===== config.mk =====
export PLATFORM = sky130hd
export DESIGN_NAME = sfifo_top
export DESIGN_NICKNAME = d
export VERILOG_FILES = /design/src/design/sfifo_pkg.sv /design/src/design/sfifo_mem.sv /design/src/design/sfifo_sync.sv /design/src/design/sfifo_top.sv
export SDC_FILE = /design/constraint.sdc
export NUM_CORES = 2
export LEC_CHECK = 0
export BUFFER_PORTS_ARGS = -buffer_cell sky130_fd_sc_hd__buf_2
export CORE_MARGIN = 1
export CORE_UTILIZATION = 63
export CTS_CLUSTER_DIAMETER = 40
export DETAILED_ROUTE_END_ITERATION = 16
export PLACE_DENSITY = 0.8
export SLEW_MARGIN = 20
export SYNTH_ARGS = -nofsm -noshare
export SYNTH_HDL_FRONTEND = slang
export SYNTH_SLANG_ARGS = --single-unit

===== constraint.sdc =====
create_clock -name mclk -period 5.87 [get_ports mclk]
set_input_delay 0.8805 -clock mclk [delete_from_list [all_inputs] [get_ports mclk]]
set_output_delay 0.8805 -clock mclk [all_outputs]
set_load 0.05 [all_outputs]

===== src/design/sfifo_pkg.sv =====
package sfifo_pkg;

  // Register map
  localparam logic [7:0] ADDR_OUT_P_HI = 8'h01;
  localparam logic [7:0] ADDR_OUT_P_MID = 8'h02;
  localparam logic [7:0] ADDR_OUT_P_LO = 8'h03;
  localparam logic [7:0] ADDR_OUT_T_HI = 8'h04;
  localparam logic [7:0] ADDR_OUT_T_LO = 8'h05;
  localparam logic [7:0] ADDR_FIFO_STATUS = 8'h0D;
  localparam logic [7:0] ADDR_FIFO_READ_PORT = 8'h0E;
  localparam logic [7:0] ADDR_FIFO_SETUP = 8'h0F;
  localparam logic [7:0] ADDR_OVERFLOW_DELAY = 8'h10;
  localparam logic [7:0] ADDR_SYSTEM_MODE = 8'h11;

  // Field layout and reset values
  localparam int SETUP_MODE_LSB = 6;
  localparam int SETUP_WMRK_MSB = 5;
  localparam logic [1:0] SETUP_MODE_RESET = 2'h0;
  localparam logic [5:0] SETUP_WMRK_RESET = 6'h00;
  localparam logic [7:0] DELAY_RESET = 8'h00;
  localparam logic [7:0] DELAY_MAX = 8'hFF;
  localparam logic [7:0] READ_ZERO = 8'h00;
  localparam logic [6:0] SYSMODE_PAD = 7'h00;

  // Samples
  localparam int SAMPLE_DEPTH = 32;
  localparam int SAMPLE_BYTES = 5;
  localparam logic [2:0] LAST_BYTE_IDX = 3'h4;

  // Link
  localparam logic [6:0] LINK_ADDR_DEFAULT = 7'h2A; // Arbitrary value
  localparam logic [3:0] LINK_BYTE_BITS = 4'h8;
  localparam int SYNC_STAGES = 3;

  typedef enum logic [1:0] {
    SFIFO_MODE_OFF = 2'h0,
    SFIFO_MODE_CIRC = 2'h1,
    SFIFO_MODE_STOP = 2'h2,
    SFIFO_MODE_UNUSED = 2'h3
  } sfifo_mode_type;

  typedef enum logic [6:0] {
    SFIFO_LINK_IDLE = 7'h01,
    SFIFO_LINK_ADDR = 7'h02,
    SFIFO_LINK_ADDR_ACK = 7'h04,
    SFIFO_LINK_WR_BYTE = 7'h08,
    SFIFO_LINK_WR_ACK = 7'h10,
    SFIFO_LINK_RD_BYTE = 7'h20,
    SFIFO_LINK_RD_ACK = 7'h40
  } sfifo_link_state_type;

  typedef struct packed {
    logic [7:0] p_hi;
    logic [7:0] p_mid;
    logic [7:0] p_lo;
    logic [7:0] t_hi;
    logic [7:0] t_lo;
  } sfifo_sample_type;

endpackage


===== src/design/sfifo_mem.sv =====
`timescale 1ns/10ps
module sfifo_mem #(
  parameter int WIDTH = 40,
  parameter int DEPTH = 32
) (
  input wire logic mclk,
  input wire logic rst_n,
  input wire logic wr_en,
  input wire logic [$clog2(DEPTH)-1:0] wr_addr,
  input wire logic [WIDTH-1:0] wr_data,
  input wire logic [$clog2(DEPTH)-1:0] rd_addr,
  output logic [WIDTH-1:0] rd_data
);

  logic [WIDTH-1:0] store [DEPTH];

  always_ff @(posedge mclk) begin
    if (wr_en) begin
      store[wr_addr] <= wr_data;
    end
  end

  // Registered read, follows writes to the slot one cycle later
  always_ff @(posedge mclk or negedge rst_n) begin
    if (!rst_n) begin
      rd_data <= '0;
    end else begin
      rd_data <= store[rd_addr];
    end
  end

endmodule


===== src/design/sfifo_sync.sv =====
`timescale 1ns/10ps
module sfifo_sync import sfifo_pkg::*; #(
  parameter logic IDLE_LEVEL = 1'b1
) (
  input wire logic mclk,
  input wire logic rst_n,
  input wire logic raw,
  output logic filtered
);

  typedef struct packed {
    logic [SYNC_STAGES-1:0] chain;
    logic out;
  } sfifo_sync_state_type;

  sfifo_sync_state_type q;
  sfifo_sync_state_type next_q;

  // Accept a change once the last two stages agree
  always_comb begin
    next_q = q;
    next_q.chain = {q.chain[SYNC_STAGES-2:0], raw};
    if (q.chain[SYNC_STAGES-1] == q.chain[SYNC_STAGES-2]) begin
      next_q.out = q.chain[SYNC_STAGES-1];
    end
  end

  always_ff @(posedge mclk or negedge rst_n) begin
    if (!rst_n) begin
      q <= '{chain: {SYNC_STAGES{IDLE_LEVEL}}, out: IDLE_LEVEL};
    end else begin
      q <= next_q;
    end
  end

  assign filtered = q.out;

endmodule


===== src/design/sfifo_top.sv =====
`timescale 1ns/10ps
// Contract
// - Six-bit occupancy field reports zero to thirty-two stored samples.
// - Overflow flag set at thirty-two samples, held while overflowed.
// - Watermark flag rises when occupancy equals programmed watermark.
// - Watermark flag stays high while occupancy is above watermark.
// - Watermark value zero produces no watermark event.
// - Status read clears FIFO cause bit; flags follow their causes.
// - Mode 00 off, 01 circular, 10 stop when full, 11 unused.
// - Circular mode when full drops oldest sample, stores newest.
// - Off mode or standby-to-active flushes; off zeroes flags and count.
// - Passing the watermark never blocks sample writes.
// - Samples pushed at acquisition rate ticks.
// - Data port read gives oldest sample data and pops it.
// - Thirty-two samples, five bytes each: pressure three, temperature two.
// - Enabled FIFO also served at 01h; 02h to 05h read 00h.
// - Samples still accepted while host reads data port.
// - Eight-bit delay counts ticks after overflow, clears on last byte.
// - Mode register bit 0 shows standby or active, rest zero.
// - FIFO cause bit set on overflow or watermark equality event.
module sfifo_top import sfifo_pkg::*; #(
  parameter int DEPTH = SAMPLE_DEPTH,
  parameter logic [6:0] LINK_ADDR = LINK_ADDR_DEFAULT
) (
  input wire logic mclk,
  input wire logic rst_n,
  input wire logic scl,
  input wire logic sda_in,
  output logic sda_out,
  output logic sda_oe,
  input wire logic sample_valid,
  input wire sfifo_sample_type sample_in,
  input wire logic system_active,
  output logic fifo_cause_bit
);

  localparam int PW = $clog2(DEPTH);
  localparam int CW = $clog2(DEPTH + 1);
  localparam logic [CW-1:0] FULL_COUNT = CW'(DEPTH);

  generate
    if (DEPTH < 2 || DEPTH > 32 || (1 << PW) != DEPTH) begin : g_check
      $error("sfifo_top: DEPTH must be a power of two from 2 to 32");
    end
  endgenerate

  typedef struct packed {
    sfifo_link_state_type link;
    logic [3:0] bits;
    logic [7:0] shift;
    logic [7:0] ptr;
    logic first;
    logic rw;
    logic m_ack;
    logic sda_oe;
    logic scl_d;
    logic sda_d;
    sfifo_mode_type mode;
    logic [5:0] watermark_level;
    logic [PW-1:0] head;
    logic [PW-1:0] tail;
    logic [CW-1:0] occupancy_count;
    logic [2:0] byte_idx;
    logic overflow_flag;
    logic watermark_hit_flag;
    logic cause;
    logic [7:0] delay_ticks;
    logic delay_run;
    logic active_d;
    sfifo_sample_type live;
  } sfifo_core_type;

  sfifo_core_type q;
  sfifo_core_type next_q;
  logic scl_s;
  logic sda_s;
  logic mem_wr;
  logic [PW-1:0] mem_wr_addr;
  logic [PW-1:0] mem_rd_addr;
  sfifo_sample_type mem_rd;

  sfifo_sync #(.IDLE_LEVEL(1'b1)) u_scl_sync (
    .mclk(mclk),
    .rst_n(rst_n),
    .raw(scl),
    .filtered(scl_s)
  );

  sfifo_sync #(.IDLE_LEVEL(1'b1)) u_sda_sync (
    .mclk(mclk),
    .rst_n(rst_n),
    .raw(sda_in),
    .filtered(sda_s)
  );

  sfifo_mem #(.WIDTH($bits(sfifo_sample_type)), .DEPTH(DEPTH)) u_mem (
    .mclk(mclk),
    .rst_n(rst_n),
    .wr_en(mem_wr),
    .wr_addr(mem_wr_addr),
    .wr_data(sample_in),
    .rd_addr(mem_rd_addr),
    .rd_data(mem_rd)
  );

  always_comb begin
    logic scl_rise;
    logic scl_fall;
    logic do_load;
    logic rd_take;
    logic wr_take;
    logic [7:0] wr_byte;
    logic en;
    logic port_sel;
    logic [7:0] fifo_byte;
    logic [7:0] rd_value;
    logic status_read;
    logic pop;
    logic last;
    logic wrap;
    logic flush;
    logic [5:0] cnt6;
    logic [5:0] old6;
    logic event_hit;
    scl_rise = 1'b0;
    scl_fall = 1'b0;
    do_load = 1'b0;
    rd_take = 1'b0;
    wr_take = 1'b0;
    wr_byte = READ_ZERO;
    en = 1'b0;
    port_sel = 1'b0;
    fifo_byte = READ_ZERO;
    rd_value = READ_ZERO;
    status_read = 1'b0;
    pop = 1'b0;
    last = 1'b0;
    wrap = 1'b0;
    flush = 1'b0;
    cnt6 = 6'h00;
    old6 = 6'h00;
    event_hit = 1'b0;
    mem_wr = 1'b0;
    next_q = q;
    next_q.scl_d = scl_s;
    next_q.sda_d = sda_s;
    next_q.active_d = system_active;
    scl_rise = scl_s & ~q.scl_d;
    scl_fall = ~scl_s & q.scl_d;
    en = (q.mode == SFIFO_MODE_CIRC) || (q.mode == SFIFO_MODE_STOP);
    port_sel = (q.ptr == ADDR_FIFO_READ_PORT)
      || (en && q.ptr == ADDR_OUT_P_HI);
    if (q.occupancy_count != '0) begin
      case (q.byte_idx)
        3'h0: fifo_byte = mem_rd.p_hi;
        3'h1: fifo_byte = mem_rd.p_mid;
        3'h2: fifo_byte = mem_rd.p_lo;
        3'h3: fifo_byte = mem_rd.t_hi;
        default: fifo_byte = mem_rd.t_lo;
      endcase
    end
    case (q.ptr)
      ADDR_OUT_P_HI: rd_value = en ? fifo_byte : q.live.p_hi;
      ADDR_OUT_P_MID: rd_value = en ? READ_ZERO : q.live.p_mid;
      ADDR_OUT_P_LO: rd_value = en ? READ_ZERO : q.live.p_lo;
      ADDR_OUT_T_HI: rd_value = en ? READ_ZERO : q.live.t_hi;
      ADDR_OUT_T_LO: rd_value = en ? READ_ZERO : q.live.t_lo;
      ADDR_FIFO_STATUS: rd_value = {q.overflow_flag, q.watermark_hit_flag,
        6'(q.occupancy_count)};
      ADDR_FIFO_READ_PORT: rd_value = fifo_byte;
      ADDR_FIFO_SETUP: rd_value = {q.mode, q.watermark_level};
      ADDR_OVERFLOW_DELAY: rd_value = q.delay_ticks;
      ADDR_SYSTEM_MODE: rd_value = {SYSMODE_PAD, q.active_d};
      default: rd_value = READ_ZERO;
    endcase

    // Two-wire register link
    case (q.link)
      SFIFO_LINK_IDLE: begin
        next_q.sda_oe = 1'b0;
      end
      SFIFO_LINK_ADDR: begin
        if (scl_rise) begin
          next_q.shift = {q.shift[6:0], sda_s};
          next_q.bits = q.bits + 4'h1;
        end else if (scl_fall && q.bits == LINK_BYTE_BITS) begin
          next_q.bits = 4'h0;
          if (q.shift[7:1] == LINK_ADDR) begin
            next_q.rw = q.shift[0];
            next_q.sda_oe = 1'b1;
            next_q.link = SFIFO_LINK_ADDR_ACK;
          end else begin
            next_q.link = SFIFO_LINK_IDLE;
          end
        end
      end
      SFIFO_LINK_ADDR_ACK: begin
        if (scl_fall) begin
          if (q.rw) begin
            do_load = 1'b1;
            next_q.link = SFIFO_LINK_RD_BYTE;
          end else begin
            next_q.sda_oe = 1'b0;
            next_q.first = 1'b1;
            next_q.link = SFIFO_LINK_WR_BYTE;
          end
        end
      end
      SFIFO_LINK_WR_BYTE: begin
        if (scl_rise) begin
          next_q.shift = {q.shift[6:0], sda_s};
          next_q.bits = q.bits + 4'h1;
        end else if (scl_fall && q.bits == LINK_BYTE_BITS) begin
          next_q.bits = 4'h0;
          next_q.sda_oe = 1'b1;
          next_q.link = SFIFO_LINK_WR_ACK;
          next_q.first = 1'b0;
          if (q.first) begin
            next_q.ptr = q.shift;
          end else begin
            wr_take = 1'b1;
            wr_byte = q.shift;
            next_q.ptr = q.ptr + 8'h01;
          end
        end
      end
      SFIFO_LINK_WR_ACK: begin
        if (scl_fall) begin
          next_q.sda_oe = 1'b0;
          next_q.link = SFIFO_LINK_WR_BYTE;
        end
      end
      SFIFO_LINK_RD_BYTE: begin
        if (scl_fall) begin
          if (q.bits == LINK_BYTE_BITS) begin
            next_q.sda_oe = 1'b0;
            next_q.bits = 4'h0;
            next_q.link = SFIFO_LINK_RD_ACK;
          end else begin
            next_q.sda_oe = ~q.shift[7];
            next_q.shift = {q.shift[6:0], 1'b0};
            next_q.bits = q.bits + 4'h1;
          end
        end
      end
      SFIFO_LINK_RD_ACK: begin
        if (scl_rise) begin
          next_q.m_ack = ~sda_s;
        end else if (scl_fall) begin
          if (q.m_ack) begin
            do_load = 1'b1;
            next_q.link = SFIFO_LINK_RD_BYTE;
          end else begin
            next_q.link = SFIFO_LINK_IDLE;
          end
        end
      end
      default: begin
        next_q.sda_oe = 1'b0;
        next_q.link = SFIFO_LINK_IDLE;
      end
    endcase
    if (do_load) begin
      rd_take = 1'b1;
      next_q.sda_oe = ~rd_value[7];
      next_q.shift = {rd_value[6:0], 1'b0};
      next_q.bits = 4'h1;
      next_q.ptr = port_sel ? q.ptr : q.ptr + 8'h01;
      status_read = (q.ptr == ADDR_FIFO_STATUS);
    end
    if (q.scl_d && scl_s && q.sda_d && !sda_s) begin
      next_q.link = SFIFO_LINK_ADDR;
      next_q.bits = 4'h0;
      next_q.sda_oe = 1'b0;
    end else if (q.scl_d && scl_s && !q.sda_d && sda_s) begin
      next_q.link = SFIFO_LINK_IDLE;
      next_q.sda_oe = 1'b0;
    end

    // Setup register; direct switch between operating modes refused
    if (wr_take && q.ptr == ADDR_FIFO_SETUP) begin
      next_q.watermark_level = wr_byte[SETUP_WMRK_MSB:0];
      if (!(en && wr_byte[7:SETUP_MODE_LSB] != SFIFO_MODE_OFF
          && wr_byte[7:SETUP_MODE_LSB] != q.mode)) begin
        next_q.mode = sfifo_mode_type'(wr_byte[7:SETUP_MODE_LSB]);
      end
    end

    // Sample storage
    if (sample_valid) begin
      next_q.live = sample_in;
    end
    flush = !en || (system_active && !q.active_d);
    pop = rd_take && port_sel && q.occupancy_count != '0;
    if (pop) begin
      if (q.byte_idx == LAST_BYTE_IDX) begin
        next_q.byte_idx = 3'h0;
        next_q.head = q.head + 1'b1;
        next_q.occupancy_count = q.occupancy_count - 1'b1;
        last = (q.occupancy_count == CW'(1));
      end else begin
        next_q.byte_idx = q.byte_idx + 3'h1;
      end
    end
    if (sample_valid && !flush) begin
      if (next_q.occupancy_count != FULL_COUNT) begin
        mem_wr = 1'b1;
        next_q.tail = q.tail + 1'b1;
        next_q.occupancy_count = next_q.occupancy_count + 1'b1;
      end else if (q.mode == SFIFO_MODE_CIRC) begin
        mem_wr = 1'b1;
        wrap = 1'b1;
        next_q.tail = q.tail + 1'b1;
        next_q.head = next_q.head + 1'b1;
        next_q.byte_idx = 3'h0;
      end
    end
    if (flush) begin
      next_q.head = '0;
      next_q.tail = '0;
      next_q.occupancy_count = '0;
      next_q.byte_idx = 3'h0;
    end

    // Status flags and cause bit
    cnt6 = 6'(next_q.occupancy_count);
    old6 = 6'(q.occupancy_count);
    next_q.overflow_flag = !flush
      && next_q.occupancy_count == FULL_COUNT;
    next_q.watermark_hit_flag = !flush && q.watermark_level != 6'h00
      && cnt6 >= q.watermark_level;
    event_hit = (next_q.overflow_flag && !q.overflow_flag)
      || (!flush && q.watermark_level != 6'h00
      && cnt6 == q.watermark_level && old6 != q.watermark_level);
    next_q.cause = event_hit || (q.cause && !status_read);

    // Delay counter after overflow or wrap
    if (flush || last) begin
      next_q.delay_ticks = DELAY_RESET;
      next_q.delay_run = 1'b0;
    end else begin
      if (next_q.overflow_flag || wrap) begin
        next_q.delay_run = 1'b1;
      end
      if (sample_valid && q.delay_run && q.delay_ticks != DELAY_MAX) begin
        next_q.delay_ticks = q.delay_ticks + 8'h01;
      end
    end
  end

  assign mem_wr_addr = q.tail;
  assign mem_rd_addr = next_q.head;

  always_ff @(posedge mclk or negedge rst_n) begin
    if (!rst_n) begin
      q <= '0;
      q.link <= SFIFO_LINK_IDLE;
      q.scl_d <= 1'b1;
      q.sda_d <= 1'b1;
      q.mode <= sfifo_mode_type'(SETUP_MODE_RESET);
      q.watermark_level <= SETUP_WMRK_RESET;
      q.delay_ticks <= DELAY_RESET;
    end else begin
      q <= next_q;
    end
  end

  assign sda_out = 1'b0;
  assign sda_oe = q.sda_oe;
  assign fifo_cause_bit = q.cause;

endmodule


==> flow_summary.json <==
{
  "syn_avg_cell_area_sq_um": 13.8,
  "cts_setup_buffers": 0,
  "n_fill_cell": 5348,
  "worstSkewPairLatency_ns": 0.77,
  "layout_setup_ws_ns": 0.381,
  "tns_ns": 0,
  "cp-end-kind": "flip-flop",
  "tightest_slew_ns": 1.00,
  "cp_max_fo": 45,
  "period_needed_ns": 5.49,
  "antenna_found_initial": 6,
  "synthToLayoutAreaGrowth_pct": 13.1,
  "dp_hpwl_um": 88800,
  "ys_seq_area_share_pct": 74.3,
  "gp_congestion": 0.964,
  "drc_errors": 0,
  "grt_pass1_wl_um": 237000,
  "wl_per_cell_um": 29.8,
  "finalClockSkew_ns": 0.0309,
  "dieArea_sq_mm": 0.0919,
  "vias": 38600,
  "htree_levels": 4,
  "clk_path_buf_depth": 3,
  "crit_chain": "ha_1, nor4b_1, o21ai_1, a2111oi_2, buf_4, mux2_2, ha_1, and3_1, and4_1, mux2i_4, inv_8, buf_4, a21oi_1, a22oi_1, o22ai_1, nor4_1",
  "cts_buffers": 156,
  "p_total_uw": 21700,
  "power.leakage_uw": 0.0223,
  "final_nets": 4254,
  "ios": 49,
  "drt_pass1_iterations": 6,
  "die_y_um": 303,
  "syn_inst": 4134,
  "cts_hold_buffers": 0,
  "track_usage_pct": 35.7,
  "root_buffer": "clkbuf_16",
  "grt_max_degree": 144,
  "power_density_mw_per_mm2": 336,
  "instances_no_fill": 5488,
  "synth_ff_type": "edfxtp_1",
  "wirelength_um": 164000,
  "cts_resized": 0,
  "start_kind": "flip-flop",
  "cp.arrival_ns": 6.10,
  "outcome": "finished clean",
  "drive_above_1_share_pct": 11.9,
  "first_global_vias": 37000,
  "holdWs_ns": 0.185,
  "critPathSlowestCell": "buf_4",
  "cts_tree": "yes",
  "rows": 110,
  "fmax_mhz": 182,
  "setup_viol": 0,
  "synth_largest_area_cell": "edfxtp_1",
  "clock-sinks": 1441,
  "die_x_um": 303,
  "io_buffers": 47,
  "overflow": 0,
  "hold_viol": 0,
  "ys_seq_elements": 1441,
  "relSlewSlack_pct": 33.3,
  "place_inst": 5197,
  "clk_pin_slew_ns": 0.06,
  "slowest_delay_ns": 0.57,
  "synth_area_sq_mm": 0.0571,
  "core_sq_mm": 0.0899,
  "drt-initial-drc-count": 6577,
  "period_share_pct": 93.5,
  "synth_cell_types": 75,
  "required_ns": 6.48,
  "yosys_warnings": 0,
  "synth_top_area_share_pct": 67.3,
  "path_class": "reg -> reg",
  "synth_common_cells": "edfxtp_1 (1280), nand2_1 (951), a21oi_1 (369)",
  "syn-num-nets": 4209,
  "ant_nets": 0,
  "peakVddDrop_mv": 0.339,
  "synth-edff-count": 1280,
  "hold_class": "in -> async",
  "synth_area_leaders": "edfxtp_1 (67%), dfrtp_1 (6.6%), nand2_1 (6.2%)",
  "synthArstFlopShare_pct": 11.2,
  "pre_cts_ws_ns": 0.582,
  "drv_slew": 0,
  "yosysMostFrequentCell": "edfxtp_1",
  "initial_core_util_pct": 63.6,
  "grt_setup_unrepaired": "false",
  "cap_violations": 0,
  "vias_per_cell": 7.03
}
==> cells in the final DEF (no fill, tap or decap), types with 44 or more instances in the layout <==
| cell type | count |
|---|---|
| dfrtp_1 | 150 |
| nor4_1 | 44 |
| mux2_2 | 44 |
| a22oi_1 | 66 |
| nor2_1 | 68 |
| nand2_1 | 949 |
| clkbuf_16 | 161 |
| a21oi_1 | 369 |
| o22ai_1 | 161 |
| a32oi_1 | 281 |
| buf_2 | 46 |
| mux2i_1 | 45 |
| o21ai_0 | 48 |
| buf_4 | 90 |
| edfxtp_1 | 1280 |
==> per-stage QoR <==
stage          cell area (sq um)  utilization (%)
2_1_floorplan              57100                -
3_3_place_gp               59300             66.0
3_5_place_dp               59300             66.0
4_1_cts                    64600             71.9
5_1_grt                    64600             71.9
6_report                   64600             71.9
==> power by group <==
part | total, uW | switching (uW) | internal, uW
clock network | 10000 | 4080 | 5950
registers | 11300 | 94.1 | 11200
logic | 350 | 251 | 98.7
total | 21700 | 4430 | 17300
==> layout make-up <==
type / instances / area [sq um] / area share (%)
tap: 1176 / 1470 / 2.28
clock buffer: 209 / 4290 / 6.64
multi-input combinational: 2383 / 13700 / 21.2
inverter: 31 / 136 / 0.211
timing repair buffer: 166 / 1500 / 2.32
sequential: 1441 / 42500 / 65.7
antenna: 3 / 7.51 / 0.0116
clock inverter: 79 / 1020 / 1.58
==> critical path, delay by kind of cell, from the launching register on <==
family | cells | cell delay, ns
AOI/OAI and AO/OA | 5 | 1.19
adders and majority gates | 2 | 0.62
buffers and inverters | 3 | 1.11
DFF | 1 | 0.39
muxes | 2 | 0.65
and+or+nand+nor | 4 | 1.27
==> final timing paths <==
check | startpoint | slack, ns | depth (start not counted) | end
max | q[78]$_DFFE_PN0P_ | 0.38 | 16 | u_mem.rd_data[33]$_DFF_PN0_
min | rst_n | 0.19 | 1 | q[45]$_DFFE_PN0P_
max reg2reg | q[78]$_DFFE_PN0P_ | 0.38 | 16 | u_mem.rd_data[33]$_DFF_PN0_
min reg2reg | u_scl_sync.next_q[2]$_DFF_PN1_ | 0.36 | 0 | u_scl_sync.next_q[3]$_DFF_PN1_
max in group asynchronous | rst_n | 4.32 | 2 | u_mem.rd_data[1]$_DFF_PN0_
min in group mclk | scl | 0.24 | 1 | u_scl_sync.next_q[2]$_DFF_PN1_
==> logic make-up after synthesis <==
logic type	share of synthesized area, %
DFF	74.3
muxes	1.72
AOI/OAI and AO/OA	11.8
buffers and inverters	2.16
other	0.00656
xor gates and xnor gates	0.490
adders and majority gates	0.670
and+or+nand+nor	8.85
==> flip-flops by register name, summed over array words and instances, names as in the netlist <==
name                 flops
u_scl_sync.next_q        2
u_sda_sync.filtered      1
u_scl_sync.q             1
fifo_cause_bit           1
sda_oe                   1
u_sda_sync.next_q        2
u_mem.store           1280
q                      106
u_scl_sync.filtered      1
mem_wr_addr              5
u_sda_sync.q             1
u_mem.rd_data           40
==> routing by layer <==
layer | vias up | part of all wire, % | wire length (um) | GRT usage, %
met3 | 566 | 14 | 22200 | 10.2
met5 | - | 0.017 | 27 | 0
li1 | 15900 | - | - | -
met1 | 19000 | 36 | 58600 | 48.8
met2 | 3109 | 45 | 73600 | 52.8
met4 | 4 | 5.5 | 9040 | 18.6
Note: power is estimated with default switching activity, not from simulation.
